==> src/core/cxs_pkg.sv <==
// Package: constants, enums and carrier structs of the exception sequencer
package cxs_pkg;

  // ---------------------------------------------------------------
  // Vector numbers and widths
  // ---------------------------------------------------------------
  localparam int CXS_VEC_W = 8;
  localparam int CXS_ADDR_W = 24;
  localparam int CXS_LVL_W = 3;
  localparam int CXS_SR_W = 16;
  localparam logic [7:0] CXS_VEC_RESET = 8'h00;
  localparam logic [7:0] CXS_VEC_BUS_ERR = 8'h02;
  localparam logic [7:0] CXS_VEC_ADDR_ERR = 8'h03;
  localparam logic [7:0] CXS_VEC_ILLEGAL = 8'h04;
  localparam logic [7:0] CXS_VEC_ZERO_DIV = 8'h05;
  localparam logic [7:0] CXS_VEC_BOUNDS = 8'h06;
  localparam logic [7:0] CXS_VEC_OVERFLOW = 8'h07;
  localparam logic [7:0] CXS_VEC_PRIV = 8'h08;
  localparam logic [7:0] CXS_VEC_TRACE = 8'h09;
  localparam logic [7:0] CXS_VEC_SPURIOUS = 8'h18;
  localparam logic [7:0] CXS_VEC_AUTO_BASE = 8'h18;
  localparam logic [7:0] CXS_VEC_TRAP_BASE = 8'h20;
  localparam logic [1:0] CXS_VEC_SCALE_SHIFT = 2'h2;
  localparam logic [2:0] CXS_LVL_MAX = 3'h7;
  localparam logic [2:0] CXS_LVL_NONE = 3'h0;
  localparam logic [3:0] CXS_WORDS_VEC = 4'h2;
  localparam logic [3:0] CXS_WORDS_RESET_VEC = 4'h4;
  localparam logic [3:0] CXS_WORDS_SHORT_FRAME = 4'h3;
  localparam logic [3:0] CXS_WORDS_LONG_FRAME = 4'h7;
  localparam logic [1:0] CXS_ABORT_CYCLES = 2'h2;
  // Status bit positions
  localparam int CXS_SR_T = 15;
  localparam int CXS_SR_S = 13;
  localparam int CXS_SR_MASK_LO = 8;

  // ---------------------------------------------------------------
  // Types
  // ---------------------------------------------------------------
  typedef enum logic [3:0] {
    CXS_KIND_NONE = 4'h0,
    CXS_KIND_RESET = 4'h1,
    CXS_KIND_ADDR_ERR = 4'h2,
    CXS_KIND_BUS_ERR = 4'h3,
    CXS_KIND_TRACE = 4'h4,
    CXS_KIND_IRQ = 4'h5,
    CXS_KIND_ILLEGAL = 4'h6,
    CXS_KIND_PRIV = 4'h7,
    CXS_KIND_TRAP = 4'h8,
    CXS_KIND_OVERFLOW = 4'h9,
    CXS_KIND_BOUNDS = 4'ha,
    CXS_KIND_ZERO_DIV = 4'hb
  } cxs_kind_e;

  typedef enum logic [2:0] {
    CXS_ST_RUN = 3'h0,
    CXS_ST_ACK = 3'h1,
    CXS_ST_STACK = 3'h2,
    CXS_ST_FETCH = 3'h3,
    CXS_ST_RESUME = 3'h4
  } cxs_state_e;

  // Exception sources presented by the core
  typedef struct packed {
    logic addr_err;
    logic bus_err;
    logic trace;
    logic illegal;
    logic priv;
    logic trap;
    logic [3:0] trap_num;
    logic overflow;
    logic bounds;
    logic zero_div;
  } cxs_src_s;

  // Request to the core's bus unit
  typedef struct packed {
    logic ack_req;
    logic [2:0] ack_level;
    logic push_req;
    logic long_frame;
    logic [3:0] push_words;
    logic fetch_req;
    logic prog_space;
    logic [3:0] fetch_words;
    logic [23:0] vec_addr;
  } cxs_bus_s;

  // Interrupt acknowledge answer from outside
  typedef struct packed {
    logic done;
    logic autovector_request;
    logic bus_err;
    logic [7:0] vector;
  } cxs_ack_s;

endpackage : cxs_pkg

==> src/core/cxs_exception_seq.sv <==
// Exception sequencer: prioritise, acquire vector, stack, load new counter
`timescale 1ns/1ps
module cxs_exception_seq import cxs_pkg::*; #(
  parameter int ADDR_W = CXS_ADDR_W,
  parameter int SR_W = CXS_SR_W
) (
  input wire logic ref_clk,
  input wire logic reset,
  input wire logic [CXS_LVL_W-1:0] irq_level_pin,
  input wire cxs_src_s src,
  input wire logic insn_boundary,
  input wire logic reset_insn,
  input wire logic [SR_W-1:0] sr_in,
  input wire logic [ADDR_W-1:0] next_pc,
  input wire cxs_ack_s ack,
  input wire logic push_done,
  input wire logic fetch_done,
  output cxs_bus_s bus,
  output logic abort,
  output logic busy,
  output logic resume,
  output logic [SR_W-1:0] sr_out,
  output logic [SR_W-1:0] sr_saved,
  output logic [ADDR_W-1:0] stacked_pc,
  output logic [CXS_VEC_W-1:0] vector,
  output logic reset_line
);

  // ---------------------------------------------------------------
  // Helpers
  // ---------------------------------------------------------------
  function automatic logic [ADDR_W-1:0] vec_to_addr(input logic [CXS_VEC_W-1:0] v);
    vec_to_addr = ADDR_W'(v) << CXS_VEC_SCALE_SHIFT;
  endfunction : vec_to_addr

  function automatic logic [CXS_VEC_W-1:0] kind_vector(input cxs_kind_e k,
                                                      input logic [3:0] tn);
    case (k)
      CXS_KIND_RESET: kind_vector = CXS_VEC_RESET;
      CXS_KIND_ADDR_ERR: kind_vector = CXS_VEC_ADDR_ERR;
      CXS_KIND_BUS_ERR: kind_vector = CXS_VEC_BUS_ERR;
      CXS_KIND_TRACE: kind_vector = CXS_VEC_TRACE;
      CXS_KIND_ILLEGAL: kind_vector = CXS_VEC_ILLEGAL;
      CXS_KIND_PRIV: kind_vector = CXS_VEC_PRIV;
      CXS_KIND_TRAP: kind_vector = CXS_VEC_TRAP_BASE + {4'h0, tn};
      CXS_KIND_OVERFLOW: kind_vector = CXS_VEC_OVERFLOW;
      CXS_KIND_BOUNDS: kind_vector = CXS_VEC_BOUNDS;
      CXS_KIND_ZERO_DIV: kind_vector = CXS_VEC_ZERO_DIV;
      default: kind_vector = CXS_VEC_SPURIOUS;
    endcase
  endfunction : kind_vector

  function automatic logic is_group0(input cxs_kind_e k);
    is_group0 = (k == CXS_KIND_ADDR_ERR) || (k == CXS_KIND_BUS_ERR);
  endfunction : is_group0

  // Boot status: supervisor, trace off, mask seven
  localparam logic [SR_W-1:0] SR_BOOT = (SR_W'(1) << CXS_SR_S) |
    (SR_W'(CXS_LVL_MAX) << CXS_SR_MASK_LO);

  // ---------------------------------------------------------------
  // Interrupt detection
  // ---------------------------------------------------------------
  logic irq_pending;
  logic [CXS_LVL_W-1:0] irq_level;
  logic nmi_take;
  logic [CXS_LVL_W-1:0] cur_mask;

  cxs_irq_detect #(.LVL_W(CXS_LVL_W)) u_irq (
    .ref_clk(ref_clk),
    .reset(reset),
    .irq_level_pin(irq_level_pin),
    .mask(cur_mask),
    .nmi_take(nmi_take),
    .pending(irq_pending),
    .pending_level(irq_level)
  );

  // ---------------------------------------------------------------
  // State
  // ---------------------------------------------------------------
  cxs_state_e state, next_state;
  cxs_kind_e kind, next_kind;
  logic [CXS_VEC_W-1:0] next_vector;
  logic [SR_W-1:0] next_sr_out, next_sr_saved;
  logic [ADDR_W-1:0] next_stacked_pc;
  logic [CXS_LVL_W-1:0] ack_lvl, next_ack_lvl;
  logic trace_after, next_trace_after;
  logic boot, next_boot;
  logic reset_line_q, next_reset_line;
  logic [1:0] abort_cnt, next_abort_cnt;
  logic g0_req;
  cxs_kind_e g0_kind, g12_kind;

  assign cur_mask = sr_out[CXS_SR_MASK_LO +: CXS_LVL_W];

  // ---------------------------------------------------------------
  // Priority
  // ---------------------------------------------------------------

  // Group zero: address error above bus error
  always_comb begin
    g0_req = src.addr_err || src.bus_err;
    g0_kind = src.addr_err ? CXS_KIND_ADDR_ERR : CXS_KIND_BUS_ERR;
  end

  // Between-instruction choice; group two only from the instruction itself
  always_comb begin
    if (src.trap) begin
      g12_kind = CXS_KIND_TRAP;
    end else if (src.overflow) begin
      g12_kind = CXS_KIND_OVERFLOW;
    end else if (src.bounds) begin
      g12_kind = CXS_KIND_BOUNDS;
    end else if (src.zero_div) begin
      g12_kind = CXS_KIND_ZERO_DIV;
    end else if (src.trace || trace_after) begin
      g12_kind = CXS_KIND_TRACE;
    end else if (irq_pending) begin
      g12_kind = CXS_KIND_IRQ;
    end else if (src.illegal) begin
      g12_kind = CXS_KIND_ILLEGAL;
    end else if (src.priv) begin
      g12_kind = CXS_KIND_PRIV;
    end else begin
      g12_kind = CXS_KIND_NONE;
    end
  end

  // ---------------------------------------------------------------
  // Sequence
  // ---------------------------------------------------------------
  // Group zero may cut into any step except its own; boot outranks all
  always_comb begin
    next_state = state;
    next_kind = kind;
    next_vector = vector;
    next_sr_out = sr_out;
    next_sr_saved = sr_saved;
    next_stacked_pc = stacked_pc;
    next_ack_lvl = ack_lvl;
    next_trace_after = trace_after;
    next_boot = 1'b0;
    next_reset_line = reset_insn;
    next_abort_cnt = (abort_cnt != 2'h0) ? abort_cnt - 2'h1 : 2'h0;
    nmi_take = 1'b0;
    if (boot) begin
      // Reset: no stacking, four-word vector in program space
      next_kind = CXS_KIND_RESET;
      next_vector = CXS_VEC_RESET;
      next_state = CXS_ST_FETCH;
    end else if (g0_req && !(is_group0(kind) && state != CXS_ST_RUN)) begin
      // Abort anything but a group zero sequence, even a trap in flight; double faults not handled here
      next_kind = g0_kind;
      next_sr_saved = sr_in;
      next_sr_out = sr_in;
      next_sr_out[CXS_SR_S] = 1'b1;
      next_sr_out[CXS_SR_T] = 1'b0;
      next_vector = kind_vector(g0_kind, src.trap_num);
      next_stacked_pc = next_pc;
      next_abort_cnt = CXS_ABORT_CYCLES;
      next_trace_after = 1'b0;
      next_state = CXS_ST_STACK;
    end else begin
      case (state)
        CXS_ST_RUN: begin
          // Status mirrors the core; the mask compare lags one cycle
          next_sr_out = sr_in;
          if (insn_boundary && g12_kind != CXS_KIND_NONE) begin
            next_kind = g12_kind;
            next_sr_saved = sr_in;
            next_sr_out[CXS_SR_S] = 1'b1;
            next_sr_out[CXS_SR_T] = 1'b0;
            next_stacked_pc = next_pc;
            next_vector = kind_vector(g12_kind, src.trap_num);
            // Trace still owed after a group two trap of a traced insn
            next_trace_after = src.trace && (g12_kind >= CXS_KIND_TRAP);
            if (g12_kind == CXS_KIND_TRACE) begin
              next_trace_after = 1'b0;
            end
            if (g12_kind == CXS_KIND_IRQ) begin
              next_ack_lvl = irq_level;
              next_sr_out[CXS_SR_MASK_LO +: CXS_LVL_W] = irq_level;
              nmi_take = 1'b1;
              next_state = CXS_ST_ACK;
            end else begin
              next_state = CXS_ST_STACK;
            end
          end
        end
        CXS_ST_ACK: begin
          if (ack.done) begin
            // Bus error first: nobody answered, so no vector to trust
            if (ack.bus_err) begin
              next_vector = CXS_VEC_SPURIOUS;
            end else if (ack.autovector_request) begin
              next_vector = CXS_VEC_AUTO_BASE + {5'h0, ack_lvl};
            end else begin
              next_vector = ack.vector;
            end
            next_state = CXS_ST_STACK;
          end
        end
        CXS_ST_STACK: begin
          if (push_done) begin
            next_state = CXS_ST_FETCH;
          end
        end
        CXS_ST_FETCH: begin
          if (fetch_done) begin
            next_state = CXS_ST_RESUME;
          end
        end
        CXS_ST_RESUME: begin
          next_state = CXS_ST_RUN;
          next_kind = CXS_KIND_NONE;
        end
        default: next_state = CXS_ST_RUN;
      endcase
    end
  end

  // ---------------------------------------------------------------
  // Registers
  // ---------------------------------------------------------------
  always_ff @(posedge ref_clk) begin
    if (reset) begin
      // Supervisor, trace off, mask seven
      state <= CXS_ST_RUN;
      kind <= CXS_KIND_RESET;
      vector <= CXS_VEC_RESET;
      sr_out <= SR_BOOT;
      sr_saved <= '0;
      stacked_pc <= '0;
      ack_lvl <= CXS_LVL_NONE;
      trace_after <= 1'b0;
      boot <= 1'b1;
      reset_line_q <= 1'b0;
      abort_cnt <= 2'h0;
    end else begin
      state <= next_state;
      kind <= next_kind;
      vector <= next_vector;
      sr_out <= next_sr_out;
      sr_saved <= next_sr_saved;
      stacked_pc <= next_stacked_pc;
      ack_lvl <= next_ack_lvl;
      trace_after <= next_trace_after;
      boot <= next_boot;
      reset_line_q <= next_reset_line;
      abort_cnt <= next_abort_cnt;
    end
  end

  // ---------------------------------------------------------------
  // Outputs
  // ---------------------------------------------------------------
  always_comb begin
    bus = '0;
    bus.ack_req = (state == CXS_ST_ACK);
    bus.ack_level = ack_lvl;
    bus.push_req = (state == CXS_ST_STACK);
    bus.long_frame = is_group0(kind);
    bus.push_words = is_group0(kind) ? CXS_WORDS_LONG_FRAME : CXS_WORDS_SHORT_FRAME;
    bus.fetch_req = (state == CXS_ST_FETCH);
    bus.prog_space = (kind == CXS_KIND_RESET);
    bus.fetch_words = (kind == CXS_KIND_RESET) ? CXS_WORDS_RESET_VEC : CXS_WORDS_VEC;
    bus.vec_addr = vec_to_addr(vector);
  end

  assign abort = (abort_cnt != 2'h0);
  assign busy = (state != CXS_ST_RUN) || boot;
  assign resume = (state == CXS_ST_RESUME);
  assign reset_line = reset_line_q;

endmodule : cxs_exception_seq

==> src/core/cxs_irq_detect.sv <==
// Interrupt level synchroniser, pending detection and level seven edge
`timescale 1ns/1ps
module cxs_irq_detect import cxs_pkg::*; #(
  parameter int LVL_W = CXS_LVL_W
) (
  input wire logic ref_clk,
  input wire logic reset,
  input wire logic [LVL_W-1:0] irq_level_pin,
  input wire logic [LVL_W-1:0] mask,
  input wire logic nmi_take,
  output logic pending,
  output logic [LVL_W-1:0] pending_level
);

  // ---------------------------------------------------------------
  // Three stage sampling
  // ---------------------------------------------------------------
  logic [LVL_W-1:0] s1, s2, s3, lvl, next_lvl;
  logic nmi_armed, next_nmi_armed;
  logic nmi_edge, next_nmi_edge;

  always_comb begin
    next_lvl = (s2 == s3) ? s3 : lvl;
    next_nmi_edge = nmi_edge;
    next_nmi_armed = nmi_armed;
    if (lvl != LVL_W'(CXS_LVL_MAX)) begin
      next_nmi_armed = 1'b1;
    end
    // Edge to seven from lower level raises one event each time
    if (nmi_armed && lvl == LVL_W'(CXS_LVL_MAX)) begin
      next_nmi_edge = 1'b1;
      next_nmi_armed = 1'b0;
    end else if (nmi_take) begin
      next_nmi_edge = 1'b0;
    end
  end

  always_ff @(posedge ref_clk) begin
    if (reset) begin
      s1 <= '0;
      s2 <= '0;
      s3 <= '0;
      lvl <= '0;
      nmi_armed <= 1'b0;
      nmi_edge <= 1'b0;
    end else begin
      s1 <= irq_level_pin;
      s2 <= s1;
      s3 <= s2;
      lvl <= next_lvl;
      nmi_armed <= next_nmi_armed;
      nmi_edge <= next_nmi_edge;
    end
  end

  // Level seven passes by edge or when the mask sits below it
  assign pending = (lvl != LVL_W'(CXS_LVL_NONE) && lvl > mask) || nmi_edge;
  assign pending_level = nmi_edge ? LVL_W'(CXS_LVL_MAX) : lvl;

endmodule : cxs_irq_detect

==> config.mk <==
export PLATFORM = sky130hd
export DESIGN_NAME = cxs_exception_seq
export DESIGN_NICKNAME = d
export VERILOG_FILES = /design/src/core/cxs_pkg.sv /design/src/core/cxs_exception_seq.sv /design/src/core/cxs_irq_detect.sv
export SDC_FILE = /design/constraint.sdc
export NUM_CORES = 1
export LEC_CHECK = 0
export BUFFER_PORTS_ARGS = -buffer_cell sky130_fd_sc_hd__buf_2
export CAP_MARGIN = 20
export CORE_UTILIZATION = 50
export DETAILED_ROUTE_END_ITERATION = 7
export PLACE_DENSITY = 0.87
export SLEW_MARGIN = 20
export SYNTH_ARGS = -nofsm -noshare
export SYNTH_HDL_FRONTEND = slang
export SYNTH_HIERARCHICAL = 1
export SYNTH_SLANG_ARGS = --single-unit
==> constraint.sdc <==
create_clock -name ref_clk -period 5.3 [get_ports ref_clk]
set_input_delay 0.265 -clock ref_clk [delete_from_list [all_inputs] [get_ports ref_clk]]
set_output_delay 0.265 -clock ref_clk [all_outputs]
set_load 0.005 [all_outputs]
Word level (Yosys, flattened, before mapping):

Cells that the tools add are included.

* add/sub/neg operators: 3
* order comparisons: 2
* equality and inequality tests: 41
* mux-type cells: 58
* bitwise logic cells: 2
* reductions and logical operators: 32

Operators by type and width (count)
* 7-bit one-hot mux with 10 select lines: 2
* 16-bit two-way mux: 5
* 24-bit two-way mux: 3
* 8-bit two-way mux: 5
* 3-bit two-way mux: 13
* 4-bit two-way mux: 6
* 2-bit by 4-bit == test with 1-bit output, second input constant: 4
* 4-bit by 2-bit == test with 1-bit output, second input constant: 4
* 4-bit by 3-bit == test with 1-bit output, second input constant: 4
* 4-bit == test, second input constant: 4
* 8-bit one-hot mux with 2 select lines: 1
* 1-bit two-way mux: 15
* 2-bit two-way mux: 6
* 4-bit by 2-bit inequality test with 1-bit output, second input constant: 3
* 3-bit one-hot mux with 4 select lines: 1
* 3-bit nonzero test: 4
* 2-bit by 3-bit == test with 1-bit output, second input constant: 3
* 4-bit by 1-bit == test with 1-bit output, second input constant: 2
* 2-bit inequality test, second input constant: 4
* 4-bit one-hot mux with 2 select lines: 1
* 4-bit AND reduction: 2
* 2-bit nonzero test: 4
* 6-bit by 4-bit adder with 7-bit output, first input constant: 1
* 5-bit by 3-bit adder with 6-bit output, first input constant: 1
* 23 further kinds: 40

* flip-flop bits (word level): 93
* input bits: 73
* output and inout bits: 108
* logic and storage cells: 156

Depth between registers and ports, before layout:

* depth in word-level cells: 17
* gate-level depth with buffers: 14
* depth with buffers taken out: 12

Cells and area by module:

Netlist, hierarchy kept.

Modules (own cells, without submodules)
* cxs_exception_seq: times used 1, cells an instance 453, area an instance 3623.5 um^2, sequential area each 1581.5 um^2
* cxs_irq_detect: times used 1, cells an instance 56, area an instance 561.8 um^2, sequential area each 280.3 um^2

Worst setup path after synthesis:

Ideal clock, no wire load.

* path kind: flip-flop to flip-flop
* start: register sr_out[9]
* end: register vector[1]
* library setup time: 125 ps
* arrival: 2280 ps
* required time: 5175 ps
* slack: 2895 ps
* cell stages (with the launch flop): 14
* path buffers: 2
* period minus slack after synthesis: 2405 ps
* cell sequence: dfxtp_1 > inv_1 > ha_1 > a21o_1 > a21oi_1 > o21bai_1 > nor3_2 > a31o_1 > o21ai_1 > and2_1 > buf_6 > buf_6 > o31ai_1 > a21oi_1

* longest elaborated chain between the ends: 14
* elaborated cells between the ends (all ways): 27
* those cells by class: 1 x order compare; 11 x eq/ne; 10 x mux; 5 x reduce/logical

Ends and longest elaborated chain
* from (decl): RTL line cxs_exception_seq.sv:22 `output logic [SR_W-1:0] sr_out,`
* from (signal assigned): RTL line cxs_exception_seq.sv:244 `sr_out <= next_sr_out;`
* 3-bit greater-than comparator *: RTL line cxs_irq_detect.sv:57 `assign pending = (lvl != LVL_W'(CXS_LVL_NONE) && lvl > mask) || nmi_edge;`
* 1-bit logical AND *: RTL line cxs_irq_detect.sv:57
* 1-bit logical OR *: RTL line cxs_irq_detect.sv:57
* via irq_pending: RTL line cxs_exception_seq.sv:64 `logic irq_pending;`
* 3-bit two-way mux *: RTL line cxs_exception_seq.sv:119 `end else if (irq_pending) begin`
* 3-bit two-way mux *: RTL line cxs_exception_seq.sv:117 `end else if (src.trace || trace_after) begin`
* 4-bit two-way mux *: RTL line cxs_exception_seq.sv:115 `end else if (src.zero_div) begin`
* 4-bit two-way mux *: RTL line cxs_exception_seq.sv:113 `end else if (src.bounds) begin`
* 4-bit two-way mux *: RTL line cxs_exception_seq.sv:111 `end else if (src.overflow) begin`
* 4-bit two-way mux *: RTL line cxs_exception_seq.sv:109 `if (src.trap) begin`
* 4-bit == test (tied with other cells): RTL line cxs_exception_seq.sv:38 `case (k)`
* 7-bit one-hot mux with 10 select lines: RTL line cxs_exception_seq.sv:38
* 8-bit two-way mux: RTL line cxs_exception_seq.sv:169 `if (insn_boundary && g12_kind != CXS_KIND_NONE) begin`
* 8-bit one-hot mux with 2 select lines: RTL line cxs_exception_seq.sv:165 `case (state)`
* 8-bit two-way mux: RTL line cxs_exception_seq.sv:152 `end else if (g0_req && !(is_group0(kind) && state != CXS_ST_RUN)) begin`
* to (signal assigned): RTL line cxs_exception_seq.sv:243 `vector <= next_vector;`
* to (decl): RTL line cxs_exception_seq.sv:25 `output logic [CXS_VEC_W-1:0] vector,`

The timed path passes the listed nets; every way through them passes the cells marked *. The select of a mux whose other input is x is not followed.
A chain may end at the register's enable or synchronous reset.

Worst setup path in the final report:

* start: register u_irq.lvl[0]
* end: register stacked_pc[9]

* longest elaborated chain between the ends: 13
* elaborated cells between the ends (all ways): 14
* those cells by class: 1 x order compare; 6 x mux; 7 x reduce/logical

Ends and longest elaborated chain
* from (decl): RTL line cxs_irq_detect.sv:18 `logic [LVL_W-1:0] s1, s2, s3, lvl, next_lvl;`
* from (signal assigned): RTL line cxs_irq_detect.sv:50 `lvl <= next_lvl;`
* 3-bit greater-than comparator / 3-bit nonzero test (equally long branches): RTL line cxs_irq_detect.sv:57
* 1-bit logical AND *: RTL line cxs_irq_detect.sv:57
* 1-bit logical OR *: RTL line cxs_irq_detect.sv:57
* via irq_pending: RTL line cxs_exception_seq.sv:64
* 3-bit two-way mux *: RTL line cxs_exception_seq.sv:119
* 3-bit two-way mux *: RTL line cxs_exception_seq.sv:117
* 4-bit two-way mux *: RTL line cxs_exception_seq.sv:115
* 4-bit two-way mux *: RTL line cxs_exception_seq.sv:113
* 4-bit two-way mux *: RTL line cxs_exception_seq.sv:111
* 4-bit two-way mux *: RTL line cxs_exception_seq.sv:109
* 4-bit nonzero test *: RTL line cxs_exception_seq.sv:169
* 1-bit logical AND *: RTL line cxs_exception_seq.sv:169
* 2-bit nonzero test (no source line) *
* 3-bit AND reduction (no source line) *
* to (signal assigned): RTL line cxs_exception_seq.sv:246 `stacked_pc <= next_stacked_pc;`
* to (decl): RTL line cxs_exception_seq.sv:24 `output logic [ADDR_W-1:0] stacked_pc,`

The timed path passes the listed nets; every way through them passes the cells marked *.

==> results.ini <==
[power_and_ir_drop]
peakVddDrop_uv=229.0
p_leak_uw=0.002360
p_per_area_nw_per_um2=294.4
total_power_uw=1490

[floorplanning]
fp.dieW_um=93.49
die_area_um2=8740
num_rows=33
start_util_pct=51.19
boundaryPins=181
die_h_um=93.49
coreArea_um2=8175

[clock_network]
cts.reportedPaths.clkPinSlew_ns=0.09
holdBufCountCts=0
clockBufferDepth=2
cts_made_buffers=9
root_buffer=clkbuf_8
post_cts_resized=0
clk_latency_ns=0.36
cts_setup_buffers=0
htree_levels=3
tritoncts=yes
cts.sinks=93

[status]
status=complete, no violations

[placement]
post-place-ws_ns=2.436
routabilityCongestion=0.8959
post-dp-hpwl_um=7492
port_buffers=159
dp.cells=738

[timing]
clock_skew_ns=0.01295
hold-worst-slack_ns=0.1111
fmax_mhz=346.0
drv_slew=0
rsz0062_at_grt=no
finalWorstSetupSlack_ns=2.410
setup_tns_ns=0
hold_viol_final=0
min_period_ns=2.890
setup_violations=0
max_slew_margin_pct=43.93
finalCritPeriodShare_pct=54.53
tightest_slew_ns=0.8411

[synthesis]
async_reset_ff_share_pct=0
synth-edff-count=0
synth.area.top_cells=dfxtp_1, nand2_1, a21oi_1
ys_warn_count=6
yosysMostFrequentCell=nand2_1
yosys.area.top_type=dfxtp_1
synth.top_cell.area_share_pct=44.48
syn_inst=509
synth_area_um2=4185
synth_common_cells=nand2_1, dfxtp_1, a21oi_1, buf_4, nor2_1
ys_seq_area_share_pct=44.48
synth_cell_types=59
synth.avg_cell_area_um2=8.223
ys_ff_latch=93
ys.flop_type=dfxtp_1

[setup_path]
critPathMaxFanout=40
start_kind=flip-flop
slowest_stage=o21bai_1
crit_required_ns=5.57
cp.arrival_ns=3.16
worst-path-buf-inv=2
path_class=reg2reg
crit_chain=inv_1, ha_1, nand3_1, o31ai_1, o21bai_1, nor3_2, a31oi_1, nor2_1, nor2_2, buf_4, nand2_1, a21oi_1
slowest_delay_ns=0.51
endpoint_kind=flip-flop
cp_top_family=compound AO/OA/AOI/OAI gates

[routing]
first_iter_violations=152
ant_nets=0
wire_per_inst_um=13.63
drc=0
dr.pass1.iters=4
routed-via-count=3916
drt-vias-per-instance=5.201
wirelength_um=10260

[grt]
grt_max_degree=53
grt_pass1_wl_um=15670
grt_pass1_vias=3500
antenna_found_initial=0
grt_util_all_layers_pct=22.71
grt_overflow=0

[finish]
area_growth_pct=20.96
nNetsFinal=720
layout-drive-gt1-share_pct=30.40
antenna_cells=0
layout.cells.non_filler=753

[min_path]
hold_class=in2reg

[flow_run]
maxCapViolCount=0

cell families (layout without fill, tap and decap cells):
group	count (synthesis)	count (layout)	synth area share, %
flops	93	93	44.48
compound gates	120	120	16.92
mux	15	15	3.617
xor+xnor	4	4	0.8370
other cells	2	21	0.1794
simple gates	204	204	23.56
fa+ha+maj	3	3	0.8970
buf+inv	68	188	9.506
where the power goes:
part	total (uW)	internal, uW	switching, uW
logic	222	93.4	128
registers	757	735	22.3
clock network	512	266	246
registers in the layout, indices dropped and copies added, names as in the netlist, 4 cells and up:
signal      count
sr_out         16
sr_saved       16
kind            4
stacked_pc     24
vector          8
cell usage in the layout, fill, tap and decap left out, types with 2 or more instances in the layout:
cell       Yosys  layout
buf_2          9     159
nand2_1      117     117
dfxtp_1       93      93
a21oi_1       76      76
nor2_1        26      26
conb_1         2      21
mux2i_1       14      14
inv_1         11      11
nor2b_1       11      11
nor3_1        10      10
o21ai_0        9       9
clkbuf_8       0       9
o31ai_1        5       5
nand3_1        5       5
or2_2          4       4
o21ai_1        4       4
nand2b_1       4       4
xor2_1         4       4
nor3b_1        3       3
a211oi_1       3       3
o311a_1        3       3
buf_4         31       3
ha_1           3       3
and2_1         2       2
or3_4          2       2
nor3_4         2       2
a21o_1         2       2
a31oi_1        2       2
nand3b_1       2       2
or3_1          2       2
o211ai_1       2       2
o21bai_1       2       2
nand4_1        2       2
bufinv_16      0       2
layer usage:
metal	GRT usage, %	up-vias	wire length, um	share of wire (%)
met2	39.77	126	5240	51
li1	-	1933	-	-
met4	9.487	0	180	1.8
met5	0	-	0	0
met1	26.72	1838	4303	42
met3	4.878	19	536	5.2
metrics by stage:
stage | cell area, um2 | util (%)
after floorplan | 4257 | -
after global placement | 4850 | 59.32
after detailed placement | 4850 | 59.32
after CTS | 5062 | 61.92
after global routing | 5062 | 61.92
final | 5062 | 61.92
path summary, 6_finish.rpt:
check	startpoint	endpoint	slack [ns]	cells past startpoint
worst max-delay path	u_irq/lvl[0]	stacked_pc[9]	2.41	12
worst min-delay path	irq_level_pin[1]	u_irq/s1[1]	0.11	2
worst max register to register	u_irq/lvl[0]	stacked_pc[9]	2.41	12
worst min register to register	u_irq/s1[2]	u_irq/s2[2]	0.44	1
final cells by class:
| type | count | area (um2) |
|---|---|---|
| timing repair buffer | 162 | 818.3 |
| clock buffer | 10 | 127.6 |
| inverter | 11 | 41.29 |
| clock inverter | 5 | 85.08 |
| fill | 732 | 3113 |
| tap | 105 | 131.4 |
| sequential | 93 | 1862 |
| multi-input combinational | 367 | 1997 |
worst reg2reg max path: cells and delay by family, from the launching register on:
kind,cells,cell delay (ns)
buffers and inverters,2,0.45
DFF,1,0.41
and+or+nand+nor,5,0.60
AOI/OAI and AO/OA,4,1.08
adders and majority gates,1,0.27
Note: power is estimated with default switching activity, not from simulation.
